File: src/rtl/aebi_pkg.sv
// Shared types and constants for the asynchronous external bus master
package aebi_pkg;

    // Remaining-length encodings driven on the two length outputs
    localparam logic [1:0] LEN_BYTE   = 2'h1;
    localparam logic [1:0] LEN_WORD   = 2'h2;
    localparam logic [1:0] LEN_THREE  = 2'h3;
    localparam logic [1:0] LEN_LONG   = 2'h0;

    // Size acknowledge decode, {size_ack_1, size_ack_0} as seen on pins
    localparam logic [1:0] ACK_WAIT   = 2'h3;
    localparam logic [1:0] ACK_PORT8  = 2'h2;
    localparam logic [1:0] ACK_PORT16 = 2'h1;
    localparam logic [1:0] ACK_RSVD   = 2'h0;

    // Half-cycle timing, in mclk cycles (one mclk = one half bus clock)
    localparam int HALF_NS      = 25;
    localparam int MCLK_NS      = 25;
    localparam int HALF_CYCLES  = (HALF_NS + MCLK_NS - 1) / MCLK_NS;

    // Reset values
    localparam logic [23:0] ADDR_RST = 24'h00_0000;
    localparam logic [15:0] DATA_RST = 16'h0000;

    // Request from the internal side
    typedef struct packed {
        logic [23:0] addr;
        logic [1:0]  len;      // Operand size in length encoding
        logic        write;
        logic        intAck;   // Interrupt-pin acknowledge cycle
        logic [31:0] wdata;    // Operand right-aligned
    } aebi_req_t;

    // Completion reported back to the internal side
    typedef struct packed {
        logic [31:0] rdata;
        logic        busErr;
        logic        autoVec;
        logic        misalign;
    } aebi_rsp_t;

    // Pin-facing control bundle
    typedef struct packed {
        logic [23:0] addr;
        logic [1:0]  len;
        logic        rnw;
        logic        addrStrobe;
        logic        dataStrobe;
    } aebi_pins_t;

endpackage

File: src/rtl/aebi_lane_mux.sv
// Write byte-lane steering onto the sixteen data lines
`timescale 1ns/1ps
module aebi_lane_mux (
    // Operand and position
    input  wire logic [31:0] operand,
    input  wire logic [1:0]  doneBytes,
    input  wire logic [1:0]  remLen,
    input  wire logic        oddAddr,
    // Lanes
    output logic [15:0]      wrLanes
);
    logic [7:0] first;
    logic [7:0] second;
    logic [2:0] total;

    // Pick pending bytes by count already moved
    always_comb begin
        total  = (remLen == aebi_pkg::LEN_LONG) ? 3'h4 : {1'b0, remLen};
        total  = total + {1'b0, doneBytes};
        first  = operand[8'(total - 3'h1 - {1'b0, doneBytes}) * 8 +: 8];
        second = (total - {1'b0, doneBytes} > 3'h1) ?
                 operand[8'(total - 3'h2 - {1'b0, doneBytes}) * 8 +: 8] :
                 first;
        if (remLen == aebi_pkg::LEN_BYTE) begin
            wrLanes = {first, first};            // Copy on unused lane
        end else if (oddAddr) begin
            wrLanes = {first, first};
        end else begin
            wrLanes = {first, second};           // Upper then lower
        end
    end
endmodule

File: src/rtl/aebi_master.sv
// Asynchronous external bus master with dynamic bus sizing
`timescale 1ns/1ps
module aebi_master #(
    parameter int MONITOR_CYCLES = 64
) (
    // Clock and reset
    input  wire logic                  mclk,
    input  wire logic                  reset_n,
    // Internal request side
    input  wire logic                  reqValid,
    output logic                       reqReady,
    input  wire aebi_pkg::aebi_req_t   req,
    output logic                       rspValid,
    output aebi_pkg::aebi_rsp_t        rsp,
    // Bus control pins
    output aebi_pkg::aebi_pins_t       pins,
    // Data pins
    input  wire logic [15:0]           dataIn,
    output logic [15:0]                dataOut,
    output logic                       dataOe,
    // Termination pins, active low on the wire
    input  wire logic                  size_ack_1,
    input  wire logic                  size_ack_0,
    input  wire logic                  bus_fault_n,
    input  wire logic                  halt_n,
    input  wire logic                  auto_vector_req_n,
    // Bus error exception pulse
    output logic                       busErrExc
);
    typedef enum logic [2:0] {
        ST_IDLE, ST_START, ST_STROBE, ST_WAIT, ST_END
    } aebi_state_t;

    aebi_state_t state_reg;
    aebi_pkg::aebi_req_t cur_reg;
    logic [1:0]  done_reg;
    logic [1:0]  ack_s1_reg, ack_s2_reg;
    logic [2:0]  ctl_s1_reg, ctl_s2_reg;
    logic [15:0] dat_s1_reg;
    logic [15:0] dat_s2_reg;
    logic [31:0] rdata_reg;
    logic [15:0] mon_reg;
    logic        wrHalf_reg;
    logic        err_reg;
    logic        auto_vector_req_reg;
    logic [15:0] wrLanes;
    logic        faultSeen;
    logic        haltSeen;
    logic        avecSeen;
    logic        monTrip;
    logic        ackValid;
    logic        port8;
    logic        misalign;
    logic [1:0]  moved;
    logic [2:0]  remain;
    logic [2:0]  total;

    // Bytes in an operand given its length code
    function automatic logic [2:0] lenBytes(input logic [1:0] l);
        return (l == aebi_pkg::LEN_LONG) ? 3'h4 : {1'b0, l};
    endfunction

    // Two-flop synchronisers; only the second stage is read
    always_ff @(posedge mclk or negedge reset_n) begin
        if (!reset_n) begin
            ack_s1_reg <= 2'h3;
            ack_s2_reg <= 2'h3;
            ctl_s1_reg <= 3'h7;
            ctl_s2_reg <= 3'h7;
            dat_s1_reg <= aebi_pkg::DATA_RST;
            dat_s2_reg <= aebi_pkg::DATA_RST;
        end else begin
            ack_s1_reg <= {size_ack_1, size_ack_0};   // Clocked sampling
            ack_s2_reg <= ack_s1_reg;
            ctl_s1_reg <= {bus_fault_n, halt_n, auto_vector_req_n};
            ctl_s2_reg <= ctl_s1_reg;
            dat_s1_reg <= dataIn;
            dat_s2_reg <= dat_s1_reg;
        end
    end

    // Termination decode
    always_comb begin
        monTrip   = (mon_reg >= 16'(MONITOR_CYCLES)); // Before its readers
        faultSeen = !ctl_s2_reg[2] || monTrip;
        haltSeen  = !ctl_s2_reg[1];
        avecSeen  = !ctl_s2_reg[0] && cur_reg.intAck;
        ackValid  = (ack_s2_reg == aebi_pkg::ACK_PORT8) ||
                    (ack_s2_reg == aebi_pkg::ACK_PORT16);
        port8     = (ack_s2_reg == aebi_pkg::ACK_PORT8);
        misalign  = req.addr[0] && (req.len != aebi_pkg::LEN_BYTE);
        total     = lenBytes(cur_reg.len);
        remain    = total - {1'b0, done_reg};
        // At most one aligned word per cycle
        if (port8 || remain == 3'h1 || cur_reg.addr[0]) begin
            moved = 2'h1;
        end else begin
            moved = 2'h2;
        end
    end

    assign reqReady = (state_reg == ST_IDLE);

    // Cycle sequencing, one mclk per half bus clock
    always_ff @(posedge mclk or negedge reset_n) begin
        if (!reset_n) begin
            state_reg <= ST_IDLE;
        end else begin
            case (state_reg)
                ST_IDLE: begin
                    if (reqValid && !misalign) begin
                        state_reg <= ST_START;
                    end
                end
                ST_START:  state_reg <= ST_STROBE;
                ST_STROBE: state_reg <= ST_WAIT;
                ST_WAIT: begin
                    if (faultSeen || avecSeen || ackValid) begin
                        state_reg <= ST_END;
                    end
                end
                ST_END: begin
                    // Strobes are low here before any restart
                    if (!faultSeen && !avecSeen &&
                        remain > {1'b0, moved}) begin
                        state_reg <= ST_START;
                    end else begin
                        state_reg <= ST_IDLE;
                    end
                end
                default: state_reg <= ST_IDLE;
            endcase
        end
    end

    // Operand register, address and progress
    always_ff @(posedge mclk or negedge reset_n) begin
        if (!reset_n) begin
            cur_reg  <= '0;
            done_reg <= 2'h0;
        end else if (state_reg == ST_IDLE && reqValid && !misalign) begin
            cur_reg  <= req;
            done_reg <= 2'h0;
        end else if (state_reg == ST_END && ackValid && !faultSeen) begin
            // Step address and remaining length
            cur_reg.addr <= cur_reg.addr + 24'({1'b0, moved});
            done_reg     <= done_reg + moved;
        end
    end

    // Bus monitor counts wait cycles
    always_ff @(posedge mclk or negedge reset_n) begin
        if (!reset_n) begin
            mon_reg <= 16'h0000;
        end else if (state_reg == ST_WAIT) begin
            mon_reg <= monTrip ? mon_reg : mon_reg + 16'h0001;
        end else begin
            mon_reg <= 16'h0000;
        end
    end

    // Read capture at the terminating edge, upper lane first
    always_ff @(posedge mclk or negedge reset_n) begin
        if (!reset_n) begin
            rdata_reg <= 32'h0000_0000;
        end else if (state_reg == ST_START && done_reg == 2'h0) begin
            rdata_reg <= 32'h0000_0000;
        end else if (state_reg == ST_WAIT && ackValid && !faultSeen &&
                     !cur_reg.write) begin
            if (moved == 2'h2) begin
                rdata_reg <= {rdata_reg[15:0], dat_s2_reg};
            end else if (!port8 && cur_reg.addr[0]) begin
                // Odd 16-bit byte on lower lane; copy ignored
                rdata_reg <= {rdata_reg[23:0], dat_s2_reg[7:0]};
            end else begin
                rdata_reg <= {rdata_reg[23:0], dat_s2_reg[15:8]};
            end
        end
    end

    // Completion status and exceptions
    always_ff @(posedge mclk or negedge reset_n) begin
        if (!reset_n) begin
            err_reg   <= 1'b0;
            auto_vector_req_reg  <= 1'b0;
            rspValid  <= 1'b0;
            rsp       <= '0;
            busErrExc <= 1'b0;
        end else begin
            rspValid  <= 1'b0;
            busErrExc <= 1'b0;
            if (state_reg == ST_IDLE && reqValid && misalign) begin
                rspValid     <= 1'b1;
                rsp          <= '0;
                rsp.misalign <= 1'b1;
            end else if (state_reg == ST_WAIT) begin
                err_reg  <= faultSeen;
                auto_vector_req_reg <= avecSeen && !faultSeen;
                busErrExc <= faultSeen && haltSeen;
            end else if (state_reg == ST_END &&
                         (faultSeen || err_reg || auto_vector_req_reg ||
                          remain <= {1'b0, moved})) begin
                rspValid    <= 1'b1;
                rsp.rdata   <= rdata_reg;
                rsp.busErr  <= err_reg;
                rsp.autoVec <= auto_vector_req_reg;
                rsp.misalign <= 1'b0;
            end
        end
    end

    // Pin outputs: address, length, direction and strobes
    always_ff @(posedge mclk or negedge reset_n) begin
        if (!reset_n) begin
            pins.addr       <= aebi_pkg::ADDR_RST;
            pins.len        <= aebi_pkg::LEN_BYTE;
            pins.rnw        <= 1'b1;
            pins.addrStrobe <= 1'b0;
            pins.dataStrobe <= 1'b0;
            wrHalf_reg      <= 1'b0;
        end else begin
            case (state_reg)
                ST_IDLE: begin
                    if (reqValid && !misalign) begin
                        pins.addr <= req.addr;
                        pins.len  <= req.len;
                        pins.rnw  <= !req.write;
                    end
                end
                ST_START: begin
                    pins.addrStrobe <= 1'b1;
                    pins.dataStrobe <= !cur_reg.write;
                    pins.addr       <= cur_reg.addr;
                    pins.len        <= remain[1:0];
                end
                ST_STROBE: begin
                    wrHalf_reg <= cur_reg.write;
                end
                ST_WAIT: begin
                    if (cur_reg.write && wrHalf_reg) begin
                        pins.dataStrobe <= 1'b1;
                    end
                    if (faultSeen || avecSeen || ackValid) begin
                        pins.addrStrobe <= 1'b0;
                        pins.dataStrobe <= 1'b0;
                    end
                end
                ST_END: begin
                    wrHalf_reg <= 1'b0;
                end
                default: begin
                    pins.addrStrobe <= 1'b0;
                    pins.dataStrobe <= 1'b0;
                end
            endcase
        end
    end

    // Write data lanes, all sixteen lines driven
    aebi_lane_mux u_lanes (
        .operand   (cur_reg.wdata),
        .doneBytes (done_reg),
        .remLen    (remain[1:0]),
        .oddAddr   (cur_reg.addr[0]),
        .wrLanes   (wrLanes)
    );

    always_ff @(posedge mclk or negedge reset_n) begin
        if (!reset_n) begin
            dataOut <= aebi_pkg::DATA_RST;
            dataOe  <= 1'b0;
        end else if (state_reg == ST_STROBE && cur_reg.write) begin
            dataOut <= wrLanes;
            dataOe  <= 1'b1;
        end else if (state_reg == ST_END || state_reg == ST_IDLE) begin
            dataOe  <= 1'b0;
        end
    end
endmodule

File: config.mk
export PLATFORM = sky130hd
export DESIGN_NAME = aebi_master
export DESIGN_NICKNAME = d
export VERILOG_FILES = /design/src/rtl/aebi_pkg.sv /design/src/rtl/aebi_lane_mux.sv /design/src/rtl/aebi_master.sv
export SDC_FILE = /design/constraint.sdc
export NUM_CORES = 1
export LEC_CHECK = 0
export ABC_CLOCK_PERIOD_IN_PS = 4700
export BUFFER_PORTS_ARGS = -buffer_cell sky130_fd_sc_hd__buf_2
export CAP_MARGIN = 40
export CELL_PAD_IN_SITES_DETAIL_PLACEMENT = 1
export CELL_PAD_IN_SITES_GLOBAL_PLACEMENT = 1
export CORE_MARGIN = 5
export CORE_UTILIZATION = 44
export DETAILED_ROUTE_END_ITERATION = 6
export MAX_ROUTING_LAYER = met4
export PLACE_DENSITY_LB_ADDON = 0.1
export SLEW_MARGIN = 15
export SYNTH_ARGS = -nofsm -noshare
export SYNTH_HDL_FRONTEND = slang
export SYNTH_SLANG_ARGS = --single-unit
File: constraint.sdc
create_clock -name mclk -period 4.7 [get_ports mclk]
set_clock_uncertainty 0.15 [all_clocks]
set_input_delay 1.175 -clock mclk [delete_from_list [all_inputs] [get_ports mclk]]
set_output_delay 1.175 -clock mclk [all_outputs]
set_load 0.01 [all_outputs]
==> metrics.json <==
{
  "routing": {
    "drcViolationCount": 0,
    "detailroute.via_count": 8200,
    "routed_via_density": 5.32,
    "post_drt_wl_per_cell_microns": 18.4,
    "drtIter0Drc": 404,
    "ant_nets": 0,
    "totalWireLength_mm": 28.4,
    "drt-pass1-iter-count": 4
  },
  "sta": {
    "fmaxAchievable_mhz": 224,
    "report.final.hold_viol_count": 0,
    "finalSetupViolations": 0,
    "rsz0062_at_grt": "false",
    "post-route-min-period_ps": 4460,
    "tightestPinTransition_ps": 800,
    "setup_tns_ps": 0,
    "max-slew-margin-rel": 0.467,
    "drv_slew": 0,
    "period_share": 0.949,
    "fin_hold_ws_ps": 197,
    "least_setup_slack_across_all_paths_after_layout_ps": 240
  },
  "power": {
    "power_density_nw_per_um2": 793,
    "vdd.ir_drop.worst_mv": 0.569,
    "leakagePower_nw": 6.26,
    "fin_total_pwr_mw": 10.2
  },
  "place": {
    "dpl.hpwl_mm": 19.7,
    "placedInstanceArea_sq_um": 11800,
    "preCtsSetupSlack_ps": 320,
    "place.gp.congestion": 0.800,
    "port_buffers": 167,
    "dp_cells": 1489
  },
  "synth": {
    "synthCells": 1036,
    "main_synth_ff_type": "sky130_fd_sc_hd__dfrtp_1",
    "share_of_synthesized_area_occupied_by_flip_flops_and_latches": 0.569,
    "ys_ff_latch": 241,
    "synthArstFlopShare": 1.00,
    "synth.net_count": 1138,
    "edff_count_synth": 0,
    "syn_area_per_cell_sq_um": 10.3,
    "synth_cell_area_sq_um": 10600,
    "yosysWarningCount": 0,
    "synth_cell_types": 64
  },
  "critical_path": {
    "r2r-end": "dataOut[0]",
    "timing.critical_path.required_ps": 4950,
    "slowest_stage": "sky130_fd_sc_hd__fa_1",
    "critical_path_depth": 11,
    "worst-endpoint-arrival_ps": 4710,
    "ff2ff_setup_slack_ps": 240,
    "critPathCaptureType": "flip-flop",
    "worst_setup_path_startpoint": "done_reg[0]",
    "crit_family": "adder cells",
    "crit_path_max_cell_delay_ps": 800,
    "setup.worst_path.class": "reg -> reg",
    "path_max_fanout": 8,
    "worst_r2r_path_depth": 11,
    "cp_bufs_invs": 2,
    "worst_setup_path_start_kind": "flip-flop",
    "timing.rr.start": "done_reg[0]",
    "cpMostUsedCell": "sky130_fd_sc_hd__fa_1",
    "path_cells": "ha_1 > inv_1 > fa_1 > nand2_1 > fa_1 > xnor2_1 > inv_1 > fa_1 > mux4_2 > a32oi_1 > a21oi_1"
  },
  "finish": {
    "final-instance-count-excl-fill": 1540,
    "most_common_cell_after_layout_fill_and_taps_aside": "sky130_fd_sc_hd__nand2_1",
    "share_of_the_core_filled_with_cells": 0.544,
    "design.final.nets": 1301,
    "final_cell_mix": "sky130_fd_sc_hd__nand2_1, sky130_fd_sc_hd__dfrtp_1, sky130_fd_sc_hd__buf_2, sky130_fd_sc_hd__o21ai_0",
    "largest_register_ffs": 60,
    "drive_above_1_share": 0.232,
    "flow.area_growth_from_synthesis_pct": 20.9,
    "final_area_sq_um": 12900
  },
  "worst_hold_path": {
    "worst_hold_path_type": "reg -> reg",
    "worst_hold_path.num_cells": 0,
    "worst_hold_endpoint": "dat_s2_reg[12]",
    "hold_crit_start": "dat_s1_reg[12]"
  },
  "flow_run": {
    "number_of_max_cap_violations": 0
  },
  "cts": {
    "post_cts.resized_instances": 0,
    "cts_made_buffers": 27,
    "tritoncts": "built",
    "clock_path_buffers": 3,
    "postCtsHoldBufs": 0,
    "cts_root_buffer": "sky130_fd_sc_hd__clkbuf_16",
    "worst_setup_hold_path_clk_slew_ps": 60,
    "htreeDepth": 1,
    "clock_latency_ps": 530,
    "postCtsSetupRepairBufs": 0,
    "tritoncts_num_sinks": 241
  },
  "global_routing": {
    "globalRouteTotalUtil": 0.216,
    "global_route_wire_length_before_repair_mm": 46.6,
    "grt_overflow_total": 0,
    "first_global_vias": 8813,
    "antenna_found_initial": 1,
    "grt_start_max_net_pins": 102
  },
  "floorplan": {
    "standard_cell_row_count": 56,
    "dieArea_sq_um": 27400,
    "fp.dieH_microns": 165,
    "design.core.area_sq_um": 23600,
    "horizontal_die_dimension_microns": 165,
    "ios": 168,
    "initial_utilization": 0.450
  },
  "outcome": {
    "status": "complete, no violations"
  }
}
## worst max path at each step
| stage | to | slack (ps) |
|---|---|---|
| floorplan | dataOut[0] | 630 |
| global placement | dataOut[5] | 490 |
| detailed placement | dataOut[3] | 320 |
| CTS | dataOut[0] | 250 |
| global route | dataOut[2] | 20 |
| finish | dataOut[0] | 240 |
## worst reg2reg max path: stages, from the launching register on
cell and delay, ps:
sky130_fd_sc_hd__dfrtp_1 510, sky130_fd_sc_hd__ha_1 340, sky130_fd_sc_hd__inv_1 150, sky130_fd_sc_hd__fa_1 630, sky130_fd_sc_hd__nand2_1 150, sky130_fd_sc_hd__fa_1 500
sky130_fd_sc_hd__xnor2_1 230, sky130_fd_sc_hd__inv_1 80, sky130_fd_sc_hd__fa_1 800, sky130_fd_sc_hd__mux4_2 420, sky130_fd_sc_hd__a32oi_1 260, sky130_fd_sc_hd__a21oi_1 100
## final cells by class
cell class | count | area [sq um]
fillers | 2661 | 10800
flip-flops and latches | 241 | 6050
multi-input cells | 719 | 4240
repair buffers | 190 | 1060
clock buffers | 34 | 762
well taps | 319 | 399
clock inverters | 16 | 267
inverters | 20 | 75.1
diodes | 1 | 2.50
## synth_stat cells (11+ instances only)
cell type,n,area (sq um)
sky130_fd_sc_hd__a21oi_1,27,135
sky130_fd_sc_hd__a22oi_1,11,82.6
sky130_fd_sc_hd__and2_1,15,93.8
sky130_fd_sc_hd__clkbuf_1,28,105
sky130_fd_sc_hd__dfrtp_1,229,5730
sky130_fd_sc_hd__dfstp_2,12,315
sky130_fd_sc_hd__ha_1,12,150
sky130_fd_sc_hd__inv_1,20,75.1
sky130_fd_sc_hd__mux2i_1,34,340
sky130_fd_sc_hd__mux4_2,16,360
sky130_fd_sc_hd__nand2_1,306,1150
sky130_fd_sc_hd__nand3_1,38,190
sky130_fd_sc_hd__nor2_1,39,146
sky130_fd_sc_hd__o21ai_0,66,330
sky130_fd_sc_hd__o21ai_1,32,160
## layer usage
metal / track usage / share of wire / up-vias
li1: - / - / 3858
met4: 0.0397 / 0.014 / 0
met1: 0.293 / 0.45 / 4124
met2: 0.352 / 0.48 / 182
met3: 0.0320 / 0.050 / 36
met5: - / 0 / -
## power by group
part,switching [mW],leakage [nW],internal [mW]
logic,2.49,2.68,1.88
clock network,0.855,0.501,1.53
registers,0.650,3.08,2.78
total,3.99,6.26,6.19
## cells by family (layout without fill, tap and decap cells)
kind of cell / after synthesis / count (layout) / synth area share
compound gates: 188 / 188 / 0.109
xor+xnor: 14 / 14 / 0.0115
fa+ha+maj: 18 / 18 / 0.0254
buf+inv: 76 / 260 / 0.0354
flops: 241 / 241 / 0.569
mux: 50 / 50 / 0.0659
other cells: 0 / 1 / 0
simple gates: 449 / 449 / 0.184
No activity file was read; power rests on OpenSTA's default activity.
